**config.mk**
```make
export PLATFORM = sky130hd
export DESIGN_NAME = cdv_volume
export DESIGN_NICKNAME = d
export VERILOG_FILES = /design/src/rtl/cdv_pkg.sv /design/src/rtl/cdv_volume.sv
export SDC_FILE = /design/constraint.sdc
export NUM_CORES = 1
export LEC_CHECK = 0
export BUFFER_PORTS_ARGS = -buffer_cell sky130_fd_sc_hd__buf_2
export CAP_MARGIN = 15
export CELL_PAD_IN_SITES_DETAIL_PLACEMENT = 2
export CELL_PAD_IN_SITES_GLOBAL_PLACEMENT = 2
export CORE_MARGIN = 4
export CORE_UTILIZATION = 41
export DETAILED_ROUTE_END_ITERATION = 6
export GPL_ROUTABILITY_DRIVEN = 1
export PLACE_DENSITY = 0.86
export RECOVER_POWER = 50
export SETUP_SLACK_MARGIN = 0.05
export SLEW_MARGIN = 0
export SYNTH_ARGS = -nofsm -noshare
export SYNTH_HDL_FRONTEND = slang
export SYNTH_SLANG_ARGS = --single-unit
```
**constraint.sdc**
```tcl
create_clock -name clock -period 10.6 [get_ports clock]
set_clock_uncertainty 0.1 [all_clocks]
set_input_delay 1.06 -clock clock [delete_from_list [all_inputs] [get_ports clock]]
set_output_delay 1.06 -clock clock [all_outputs]
set_load 0.05 [all_outputs]
```
**src/rtl/cdv_pkg.sv**
```systemverilog
// Constants and carrier types for the codec digital volume block
package cdv_pkg;

  // Register offsets, one 8-bit register per index
  localparam logic [3:0] OFS_ADC1_LEFT_VOLUME = 4'h0;
  localparam logic [3:0] OFS_ADC1_RIGHT_VOLUME = 4'h1;
  localparam logic [3:0] OFS_ADC2_LEFT_VOLUME = 4'h2;
  localparam logic [3:0] OFS_ADC2_RIGHT_VOLUME = 4'h3;
  localparam logic [3:0] OFS_DAC_LEFT_VOLUME = 4'h4;
  localparam logic [3:0] OFS_DAC_RIGHT_VOLUME = 4'h5;
  localparam logic [3:0] OFS_CONTROL = 4'h6;
  localparam logic [3:0] OFS_STATUS = 4'h7;

  // Control register field positions
  localparam int CTL_ADC1_SOFT_MUTE = 7;
  localparam int CTL_ADC2_SOFT_MUTE = 6;
  localparam int CTL_ADC_RAMP_SPEED = 5;
  localparam int CTL_DAC_RAMP_SPEED = 4;
  localparam int CTL_DEEMPH_LSB = 0;

  // Values after reset or power-down
  localparam logic [7:0] ADC_VOL_RST = 8'h30;
  localparam logic [7:0] DAC_VOL_RST = 8'h18;
  localparam logic [7:0] CONTROL_RST = 8'h00;

  // Fine level scale: four fine levels per code, 1021 levels in all
  localparam logic [9:0] FINE_MAX = 10'h3fc;
  localparam logic [9:0] LEVEL_ADC_RST = {ADC_VOL_RST, 2'b00};
  localparam logic [9:0] LEVEL_DAC_RST = {DAC_VOL_RST, 2'b00};

  // Frames per step at slow speed, counted 0 to 3
  localparam logic [1:0] SLOW_LAST = 2'h3;

  // Channel count and how many of them belong to the ADC paths
  localparam int NUM_CH = 6;
  localparam int NUM_ADC_CH = 4;

  // De-emphasis filter modes
  typedef enum logic [1:0] {
    DEEMPH_OFF,
    DEEMPH_48K,
    DEEMPH_44K1,
    DEEMPH_32K
  } cdv_deemph_type;

  // Register port request
  typedef struct packed {
    logic [3:0] addr;
    logic [7:0] wdata;
    logic write;
    logic read;
  } cdv_bus_req_type;

  typedef logic [9:0] cdv_level_type;
  typedef logic [NUM_CH-1:0][9:0] cdv_levels_type;
  typedef logic [NUM_CH-1:0][7:0] cdv_vols_type;

  // Volume codes after reset, index 0 is the first ADC left channel
  localparam cdv_vols_type VOLS_RST = {DAC_VOL_RST, DAC_VOL_RST,
    ADC_VOL_RST, ADC_VOL_RST, ADC_VOL_RST, ADC_VOL_RST};
  localparam cdv_levels_type LEVELS_RST = {LEVEL_DAC_RST, LEVEL_DAC_RST,
    LEVEL_ADC_RST, LEVEL_ADC_RST, LEVEL_ADC_RST, LEVEL_ADC_RST};

endpackage

```
**src/rtl/cdv_volume.sv**
```systemverilog
// Digital volume ramps, ADC soft mute and de-emphasis select
//
// Overview of operation
// - ADC mute ramps attenuation up to silence
// - Mute release ramps back to programmed volume
// - Early release reverses ramp at same rate
// - Full mute ramp 828 frames, slow four times
// - ADC speed bit: one or four frames/step
// - Mute acts only while ADC is running
// - Power-down pin reinitialises ADC attenuation
// - Four independent 8-bit ADC volumes
// - ADC code 30h 0dB, 0.5dB steps, FFh mute
// - ADC full code ramp takes 1021 levels
// - Power-down resets all four ADC volumes to 30h
// - Two-bit de-emphasis select chooses filter mode
// - DAC code 18h 0dB, 0.5dB steps, FFh mute
// - DAC speed bit: one or four frames/step
// - DAC full code ramp takes 1021 levels
// - Power-down resets DAC volumes to 18h
//
// Strobed register access and the register addresses were left to the implementer.
`timescale 1ns/100ps

module cdv_volume (
  input wire logic clock,
  input wire logic rst_b,
  input wire cdv_pkg::cdv_bus_req_type regReq,
  output logic [7:0] regRdata,
  input wire logic sampleFrameClock,
  input wire logic powerDownPin_b,
  input wire logic adcRunning,
  output cdv_pkg::cdv_levels_type gainLevel,
  output logic [cdv_pkg::NUM_CH-1:0] rampBusy,
  output cdv_pkg::cdv_deemph_type deemphasisSelect
);

  ////////////////////////////////////////////////////////////////////////
  // Helpers

  // Fine target of a channel: code scaled by four, or silence
  function automatic cdv_pkg::cdv_level_type fineTarget(
    input logic [7:0] code,
    input logic silence
  );
    fineTarget = silence ? cdv_pkg::FINE_MAX : {code, 2'b00};
  endfunction

  ////////////////////////////////////////////////////////////////////////
  // Pin synchronisers

  logic [2:0] frameSync; // Frame clock pin, three stages
  logic frameLevel; // Debounced frame clock level
  logic frameTick; // One cycle per new sample frame
  logic [2:0] pdnSync; // Power-down pin, three stages
  logic pdnActive; // Power-down seen and held

  // Shift pins in; stage 0 feeds only stage 1
  always_ff @(posedge clock or negedge rst_b)
  begin
    if (!rst_b)
    begin
      frameSync <= 3'h0;
      pdnSync <= 3'h7;
    end
    else
    begin
      frameSync <= {frameSync[1:0], sampleFrameClock};
      pdnSync <= {pdnSync[1:0], powerDownPin_b};
    end
  end

  // Level moves only once the last two stages agree
  always_ff @(posedge clock or negedge rst_b)
  begin
    if (!rst_b)
      frameLevel <= 1'b0;
    else if (frameSync[2] == frameSync[1])
      frameLevel <= frameSync[1];
  end

  // Rising frame edge once it is stable
  assign frameTick = frameSync[2] & frameSync[1] & !frameLevel;

  // Power-down latches while the pin is low, agreed by two stages
  always_ff @(posedge clock or negedge rst_b)
  begin
    if (!rst_b)
      pdnActive <= 1'b0;
    else if (!pdnSync[2] && !pdnSync[1])
      pdnActive <= 1'b1;
    else if (pdnSync[2] && pdnSync[1])
      pdnActive <= 1'b0;
  end

  ////////////////////////////////////////////////////////////////////////
  // Register file

  cdv_pkg::cdv_vols_type volume; // Programmed volume codes
  logic [7:0] control; // Mute, speed and de-emphasis bits
  logic adc1Mute; // First ADC path soft mute
  logic adc2Mute; // Second ADC path soft mute
  logic adcSlow; // ADC ramp at four frames per step
  logic dacSlow; // DAC ramp at four frames per step

  assign adc1Mute = control[cdv_pkg::CTL_ADC1_SOFT_MUTE];
  assign adc2Mute = control[cdv_pkg::CTL_ADC2_SOFT_MUTE];
  assign adcSlow = control[cdv_pkg::CTL_ADC_RAMP_SPEED];
  assign dacSlow = control[cdv_pkg::CTL_DAC_RAMP_SPEED];

  // Volume writes; power-down overrides a write in the same cycle
  always_ff @(posedge clock or negedge rst_b)
  begin
    if (!rst_b)
      volume <= cdv_pkg::VOLS_RST;
    else if (pdnActive)
      volume <= cdv_pkg::VOLS_RST;
    else if (regReq.write && regReq.addr < 4'(cdv_pkg::NUM_CH))
      volume[regReq.addr[2:0]] <= regReq.wdata;
  end

  // Control writes
  always_ff @(posedge clock or negedge rst_b)
  begin
    if (!rst_b)
      control <= cdv_pkg::CONTROL_RST;
    else if (pdnActive)
      control <= cdv_pkg::CONTROL_RST;
    else if (regReq.write && regReq.addr == cdv_pkg::OFS_CONTROL)
      control <= regReq.wdata;
  end

  // De-emphasis mode straight from its register field
  always_ff @(posedge clock or negedge rst_b)
  begin
    if (!rst_b)
      deemphasisSelect <= cdv_pkg::DEEMPH_OFF;
    else
      deemphasisSelect <= cdv_pkg::cdv_deemph_type'(
        control[cdv_pkg::CTL_DEEMPH_LSB +: 2]);
  end

  // Read data one cycle after the strobe, zero otherwise
  always_ff @(posedge clock or negedge rst_b)
  begin
    if (!rst_b)
      regRdata <= 8'h00;
    else if (!regReq.read)
      regRdata <= 8'h00;
    else if (regReq.addr < 4'(cdv_pkg::NUM_CH))
      regRdata <= volume[regReq.addr[2:0]];
    else if (regReq.addr == cdv_pkg::OFS_CONTROL)
      regRdata <= control;
    else if (regReq.addr == cdv_pkg::OFS_STATUS)
      regRdata <= {2'b00, rampBusy};
    else
      regRdata <= 8'h00; // Unmapped reads as zero
  end

  ////////////////////////////////////////////////////////////////////////
  // Step interval

  logic [1:0] adcDiv; // Frame count within a slow ADC step
  logic [1:0] dacDiv; // Frame count within a slow DAC step
  logic adcStep; // ADC channels may move one level
  logic dacStep; // DAC channels may move one level

  // Count frames; shared by all channels of a path
  always_ff @(posedge clock or negedge rst_b)
  begin
    if (!rst_b)
    begin
      adcDiv <= 2'h0;
      dacDiv <= 2'h0;
    end
    else if (pdnActive)
    begin
      adcDiv <= 2'h0;
      dacDiv <= 2'h0;
    end
    else if (frameTick)
    begin
      adcDiv <= adcDiv + 2'h1;
      dacDiv <= dacDiv + 2'h1;
    end
  end

  // Fast: every frame; slow: every fourth frame
  assign adcStep = frameTick &&
    (!adcSlow || adcDiv == cdv_pkg::SLOW_LAST);
  assign dacStep = frameTick &&
    (!dacSlow || dacDiv == cdv_pkg::SLOW_LAST);

  ////////////////////////////////////////////////////////////////////////
  // Attenuation ramps

  cdv_pkg::cdv_levels_type target; // Level each channel heads for
  cdv_pkg::cdv_levels_type next_gainLevel; // Level after this cycle
  logic [cdv_pkg::NUM_CH-1:0] chStep; // Step enable per channel
  logic [cdv_pkg::NUM_CH-1:0] chMute; // Effective mute per channel

  // Targets and one-level moves; a stopped ADC ignores its mute bit
  always_comb
  begin
    for (int ch = 0; ch < cdv_pkg::NUM_CH; ch++)
    begin
      if (ch < 2)
        chMute[ch] = adc1Mute && adcRunning;
      else if (ch < cdv_pkg::NUM_ADC_CH)
        chMute[ch] = adc2Mute && adcRunning;
      else
        chMute[ch] = 1'b0;
      chStep[ch] = (ch < cdv_pkg::NUM_ADC_CH) ? adcStep : dacStep;
      // Code FFh lands on the top fine level, i.e. silence
      target[ch] = fineTarget(volume[ch], chMute[ch]);
      rampBusy[ch] = gainLevel[ch] != target[ch];
      next_gainLevel[ch] = gainLevel[ch];
      // Direction follows the live target, so release reverses at once
      if (chStep[ch] && gainLevel[ch] < target[ch])
        next_gainLevel[ch] = gainLevel[ch] + 10'h001;
      else if (chStep[ch] && gainLevel[ch] > target[ch])
        next_gainLevel[ch] = gainLevel[ch] - 10'h001;
    end
  end

  // Applied levels; 1020 single steps span the whole code range
  always_ff @(posedge clock or negedge rst_b)
  begin
    if (!rst_b)
      gainLevel <= cdv_pkg::LEVELS_RST;
    else if (pdnActive)
      gainLevel <= cdv_pkg::LEVELS_RST;
    else
      gainLevel <= next_gainLevel;
  end
endmodule // cdv_volume

```
==> results of run 1 <==
worst reg2reg max path: cells and delay by family (launching register included):
kind                   cells  cell delay [ns]
buffers and inverters      1             2.07
muxes                      1             0.38
DFF                        1             2.10
and+or+nand+nor            1             0.13
layout by cell type (no fill, tap or decap), types with 5 or more instances in the layout:
cell type,count
nand2_1,70
a211o_1,8
clkbuf_1,61
mux2_2,7
o21bai_1,5
mux2i_1,73
nor3b_1,6
fa_1,6
buf_2,38
nor3_1,7
dfstp_2,26
inv_1,48
nand3b_1,8
mux4_2,6
xnor2_1,32
dfrtp_1,111
clkbuf_16,17
nand3_1,37
and3_1,10
nand4_1,13
xor2_1,15
a21boi_0,5
o211ai_1,16
buf_4,5
ha_1,104
a21o_1,17
a21oi_1,74
and2_1,5
a211oi_1,7
nor2b_1,25
o21ai_0,17
nor2_1,122
a31oi_1,9
cell type report:
| type | count | share of cell area [%] |
|---|---|---|
| timing repair buffer | 101 | 4.20 |
| multi-input combinational | 771 | 52.9 |
| tap | 285 | 3.30 |
| inverter | 48 | 1.67 |
| antenna | 3 | 0.0696 |
| sequential | 138 | 32.3 |
| clock inverter | 8 | 1.09 |
| clock buffer | 24 | 4.46 |
state kept, by name (all words and copies together), names as in the netlist, 2 cells and up:
signal,count
frameSync,3
target,16
deemphasisSelect,2
regRdata,8
volume,32
gainLevel,60
adcDiv,2
control,8
dacDiv,2
pdnSync,3
metal layers:
metal / vias up / wire, um
li1: 3709 / -
met3: 106 / 1580
met5: - / 11
met1: 4343 / 15200
met2: 287 / 18500
met4: 2 / 1540
cell families (layout without fill, tap and decap cells):
kind of cell / Yosys count / count (layout)
adders and majority gates: 110 / 110
buffers and inverters: 81 / 181
other: 0 / 3
and+or+nand+nor: 335 / 335
DFF: 138 / 138
xor gates and xnor gates: 47 / 47
AOI/OAI and AO/OA: 192 / 192
muxes: 87 / 87
path summary, 6_finish.rpt:
kind	slack, ns	endpoint	from
min in group asynchronous	1.90	gainLevel[2]$_DFFE_PN0P_	rst_b
max	5.60	gainLevel[39]$_DFFE_PN0P_	adcRunning
max reg2reg	5.70	gainLevel[49]$_DFFE_PN0P_	pdnActive$_DFFE_PN0P_
max in group asynchronous	5.92	gainLevel[5]$_DFFE_PN0P_	rst_b
min reg2reg	0.26	frameSync[1]$_DFF_PN0_	frameSync[0]$_DFF_PN0_
min	0.26	frameSync[1]$_DFF_PN0_	frameSync[0]$_DFF_PN0_
power by group:
group	total (uW)	internal, uW	switching [uW]
clock network	640	388	252
registers	817	650	167
logic	1890	665	1230
total	3350	1700	1650
metrics by stage:
step,worst slack [ns],utilization [%],area (um2),std cells,power (uW)
2_1_floorplan,5.76,-,9520,990,2160
3_3_place_gp,5.52,45.1,10200,1341,2520
3_5_place_dp,5.25,45.1,10200,1341,2630
4_1_cts,5.58,47.8,10800,1373,3350
5_1_grt,5.16,47.5,10800,1378,3560
6_report,5.60,47.5,10800,1378,3350
==> flow_summary_export.csv, run 1 <==
group,metric,value,unit
synth,synth_commonest_cells,"nor2_1, dfrtp_1, ha_1",
clock_network,clk_latency,0.44,ns
clock_network,htreeDepth,4,
timing,relSlewSlack,-164,%
clock_network,clk_pin_slew_worst_paths,0.06,ns
global_routing,grt_pass1_wl,56.6,mm
detailed_routing,ant_nets,0,
synth,synth_fp_nets,1119,
clock_network,clock_tree.root_cell,"clkbuf_16",
timing,timing.fmax,0.200,GHz
detailed_routing,wire_per_inst,26.8,um
global_routing,overflow,0,
timing,fin_crit_sh,47.2,%
setup_path,crit_chain,"buf_2, and2_1, nor2_1, ha_1, a21o_1, a2111oi_2, o211ai_2, ha_1, a21oi_1, nor2_1, o21a_1, a211oi_1, mux2i_1, mux2_2",
setup_path,critPathBufInv,1,
clock_network,cts_tree,"yes",
synth,ys_types,66,
setup_path,cp_max_fo,17,
clock_network,cts_setup_buffers,0,
pwr,peakVddDrop,137,uV
synth,synth_edf_count,0,
place,dp_hpwl,22.6,mm
pwr,p_per_area,310,mW/mm2
place,portBuffers,94,
detailed_routing,first_pass_iters,5,
synth,synth_compound_area_share,13.6,%
synth,synth_cells,990,
detailed_routing,drtIter0Drc,524,
setup_path,worstPathArrival,5.22,ns
global_routing,met2_usage,48.4,%
detailed_routing,via_per_inst,6.13,
timing,slew_violations,185,
die,ios,95,
min_path,hold_path_class,"flip-flop to flip-flop",
synth,yosysSeqAreaShare,36.6,%
die,die_area,0.0257,mm2
synth,synth_top_family_by_area,"simple AND/OR/NAND/NOR gates",
detailed_routing,drc,0,
synth,synth.cell_area,0.00952,mm2
setup_path,start_kind,"input pin",
min_path,hold_depth,0,
synth,synthAdderAreaFrac,14.9,%
final_layout,area_delta_synth_final,13.3,%
final_layout,nFillCells,2465,
setup_path,crit_slowest_cell,"and2_1",
timing,finalHoldViolCount,0,
final_layout,nets,1206,
timing,rsz0062_at_grt,"no",
die,fp.dieW,160,um
synth,yosysMostFrequentCell,"nor2_1",
setup_path,rr_worst_depth,3,
job,drv_cap,3,
global_routing,top_usage_layer,"met2",
timing,fin_crit,5.00,ns
timing,fin_setup_tns,0,ns
final_layout,multi_input_area,0.00571,mm2
clock_network,cts_buffer_depth,2,
outcome,violations,"capacitance limit, slew limit",
outcome,status,"finished with violations",
clock_network,clock-sinks,138,
global_routing,grt_antenna_before_repair,4,
die,coreArea,0.0227,mm2
synth,synth_flop_cell,"dfrtp_1",
detailed_routing,routed_wl,36.9,mm
final_layout,drive_above_1_share,12.8,%
setup_path,slowest_delay,0.59,ns
clock_network,cts_resized,0,
synth,synth.area.top_cells,"dfrtp_1, ha_1, mux2i_1, dfstp_2, nor2_1",
synth,synth-async-reset-ratio,100,%
synth,synth_top_area_share,29.2,%
timing,holdWs,0.256,ns
global_routing,grt_pass1_vias,9412,
global_routing,grt.total_usage,27.9,%
global_routing,use_met3,4.75,%
setup_path,cpLargestDelayFamily,"compound AO/OA/AOI/OAI gates",
die,rows,55,
global_routing,grt_util_met1,34.3,%
synth,yosys.area_share.xor_xnor,4.32,%
timing,setup-violations-final,0,
detailed_routing,vias,8447,
synth,avgSynthCellArea,9.62,um2
synth,synth-simple-area-share,17.0,%
place,routabilityCongestion,0.841,
clock_network,cts_made_buffers,17,
die,die_y,160,um
pwr,leakage,0.00497,uW
clock_network,cts_hold_buffers,0,
synth,synth.yosys.warnings,0,
synth,yosysTopAreaCell,"dfrtp_1",
final_layout,seqCellArea,0.00349,mm2
setup_path,crit_cells,14,
global_routing,grt_start_max_net_pins,73,
timing,tightestPinTransition,3.96,ns
setup_path,end_kind,"flip-flop",
setup_path,crit_type,"input pin to flip-flop",
synth,synthMuxAreaShare,10.0,%
die,start_util,41.9,%
setup_path,cp.required,10.82,ns
synth,ys_ff_latch,138,
Power figures use the tool's default switching activity.
==> inputs of run 2 (changes only) <==
--- a/config.mk
+++ b/config.mk
@@ -10,10 +10,10 @@
 export CELL_PAD_IN_SITES_DETAIL_PLACEMENT = 2
 export CELL_PAD_IN_SITES_GLOBAL_PLACEMENT = 2
 export CORE_MARGIN = 4
-export CORE_UTILIZATION = 41
+export CORE_UTILIZATION = 38
 export DETAILED_ROUTE_END_ITERATION = 6
 export GPL_ROUTABILITY_DRIVEN = 1
-export PLACE_DENSITY = 0.86
+export PLACE_DENSITY = 0.8
 export RECOVER_POWER = 50
 export SETUP_SLACK_MARGIN = 0.05
 export SLEW_MARGIN = 0
==> constraint.sdc (replaced) <==
create_clock -name clock -period 5.1 [get_ports clock]
set_clock_uncertainty 0.1 [all_clocks]
set_input_delay 0.51 -clock clock [delete_from_list [all_inputs] [get_ports clock]]
set_output_delay 0.51 -clock clock [all_outputs]
set_load 0.05 [all_outputs]
==> run 2 against run 1 <==
  * The run still ends with capacitance limit, slew limit left
  * Routed wire length is 14% lower
  * Setup slack lost 5.0 ns
  * Combinational power is 99% higher
  * Core utilization fell by 3.1 points
  * Sequential cell count unchanged
  * Sequential share of layout area shrank 0.23 points
  * Register-to-register slack got worse by 5.1 ns
  * Non-clock buffer count did not move
  * Cell count increased by 2.8%
  * Via count shrank 4.2%
  * Cell area is 0.73% higher
  * Largest power group unchanged
  * Highest routed layer is now met4
==> flow_summary_export.csv, run 2 (synthesized netlist as in run 1, its figures left out) <==
group,metric,value,unit
die,fp.dieW,166,um
setup_path,rrSetupSlack,0.56,ns
global_routing,grt.total_usage,23.4,%
clock_network,clock_tree.root_cell,"clkbuf_16",
clock_network,cts_buffer_depth,2,
place,portBuffers,94,
detailed_routing,routed_wl,31.9,mm
die,start_util,38.9,%
setup_path,end_kind,"flip-flop",
timing,setup-violations-final,0,
final_layout,final_cell_mix,"nor2_1, dfrtp_1, ha_1",
clock_network,clk_latency,0.43,ns
clock_network,cts_resized,0,
setup_path,crit_type,"flip-flop to flip-flop",
detailed_routing,drc,0,
clock_network,clk_pin_slew_worst_paths,0.06,ns
global_routing,met2_usage,40.6,%
timing,fin_setup_tns,0,ns
min_path,hold_path_class,"input pin to flip-flop",
detailed_routing,wire_per_inst,22.5,um
setup_path,cp.required,5.32,ns
die,ios,95,
detailed_routing,via_per_inst,5.72,
detailed_routing,ant_nets,0,
die,die_area,0.0277,mm2
global_routing,grt_antenna_before_repair,1,
global_routing,use_met3,3.78,%
clock_network,cts_made_buffers,17,
global_routing,grt_start_max_net_pins,90,
pwr,peakVddDrop,249,uV
setup_path,start_kind,"flip-flop",
place,routabilityCongestion,0.847,
clock_network,htreeDepth,4,
setup_path,worstPathArrival,4.76,ns
pwr,p_per_area,618,mW/mm2
timing,timing.fmax,0.220,GHz
final_layout,final_common_cell,"nor2_1",
job,drv_cap,2,
min_path,hp-start,"powerDownPin_b",
final_layout,largest_reg_flops,60,
detailed_routing,drtIter0Drc,357,
setup_path,r2r-start,"control[6]$_DFFE_PN0P_",
final_layout,post-route-util,44.4,%
final_layout,area_delta_synth_final,14.2,%
clock_network,cts_hold_buffers,0,
die,coreArea,0.0245,mm2
detailed_routing,first_pass_iters,6,
final_layout,drive_above_1_share,16.0,%
pwr,leakage,0.00507,uW
final_layout,nFillCells,2697,
setup_path,regToRegEndpoint,"gainLevel[39]$_DFFE_PN0P_",
final_layout,regMostFlops,"gainLevel",
min_path,min_to,"pdnSync[0]$_DFF_PN1_",
timing,rsz0062_at_grt,"no",
timing,fin_ws,0.558,ns
outcome,status,"finished with violations",
timing,fin_crit,4.54,ns
global_routing,top_usage_layer,"met2",
min_path,hold_depth,1,
place,dp_hpwl,22.4,mm
die,die_y,166,um
clock_network,cts_tree,"yes",
timing,tightestPinTransition,2.33,ns
timing,relSlewSlack,-55.2,%
setup_path,rr_worst_depth,13,
final_layout,nets,1206,
final_layout,seqCellArea,0.00349,mm2
clock_network,clock-sinks,138,
clock_network,cts_setup_buffers,0,
timing,fin_crit_sh,89.1,%
timing,slew_violations,152,
global_routing,grt_pass1_wl,52.2,mm
outcome,violations,"capacitance limit, slew limit",
global_routing,grt_pass1_vias,9087,
global_routing,overflow,0,
final_layout,multi_input_area,0.00571,mm2
detailed_routing,vias,8095,
setup_path,cp_max_fo,17,
place,dp_worst_setup_slack,0.408,ns
timing,finalHoldViolCount,0,
die,rows,57,
global_routing,grt_util_met1,30.1,%
run 2: cell count changes in the layout (fill, tap and decap cells not counted), moves of 2 or more:
cell / before / now
clkinvlp_4: 1 / 4
clkbuf_2: 0 / 2
clkbuf_1: 61 / 28
buf_2: 38 / 65
run 2: worst max path at each step:
| stage | from | endpoint | cells past startpoint |
|---|---|---|---|
| floorplan | adcRunning | gainLevel[19]$_DFFE_PN0P_ | 15 |
| global placement | adcRunning | gainLevel[39]$_DFFE_PN0P_ | 14 |
| detailed placement | adcRunning | gainLevel[39]$_DFFE_PN0P_ | 14 |
| CTS | control[6]$_DFFE_PN0P_ | gainLevel[39]$_DFFE_PN0P_ | 13 |
| global route | control[6]$_DFFE_PN0P_ | gainLevel[39]$_DFFE_PN0P_ | 13 |
| finish | control[6]$_DFFE_PN0P_ | gainLevel[39]$_DFFE_PN0P_ | 13 |
run 2: where the power goes:
| group | leakage, uW | switching [uW] | internal [uW] |
|---|---|---|---|
| logic | 0.00301 | 2370 | 1390 |
| registers | 0.00177 | 324 | 1350 |
| clock network | 0.000287 | 512 | 769 |
run 2: per-layer routing:
layer / share of wire [%] / routed length (um) / up-vias
li1: - / - / 3722
met1: 44 / 14100 / 4164
met2: 51 / 16100 / 157
met3: 2.9 / 933 / 52
met4: 2.2 / 711 / 0
met5: 0 / 0 / -
run 2: cell type report:
cell class	count	area share [%]
diodes	2	0.0460
clock buffers	21	4.42
clock inverters	11	1.09
inverters	48	1.66
multi-input cells	771	52.5
flip-flops and latches	138	32.1
well taps	324	3.73
repair buffers	101	4.47
run 2: critical path, stage by stage (launching register included):
cell	delay (ns)
dfrtp_1	0.37
and2_1	0.55
nor2_1	0.11
ha_1	0.34
a21o_1	0.18
a2111oi_2	0.41
o211ai_2	0.44
ha_1	0.52
a21oi_1	0.27
nor2_1	0.07
o21a_1	0.17
a211oi_1	0.27
mux2i_1	0.25
mux2_2	0.35
run 2: through the flow:
stage / instances / power, uW / area, um2 / hold WS (ns)
after floorplan: 990 / 4480 / 9520 / 0.114
after global placement: 1382 / 5260 / 10300 / 0.237
after detailed placement: 1382 / 5450 / 10300 / 0.240
after CTS: 1414 / 6790 / 10900 / 0.0605
after global routing: 1415 / 7230 / 10900 / 0.0579
final: 1416 / 6710 / 10900 / 0.0737
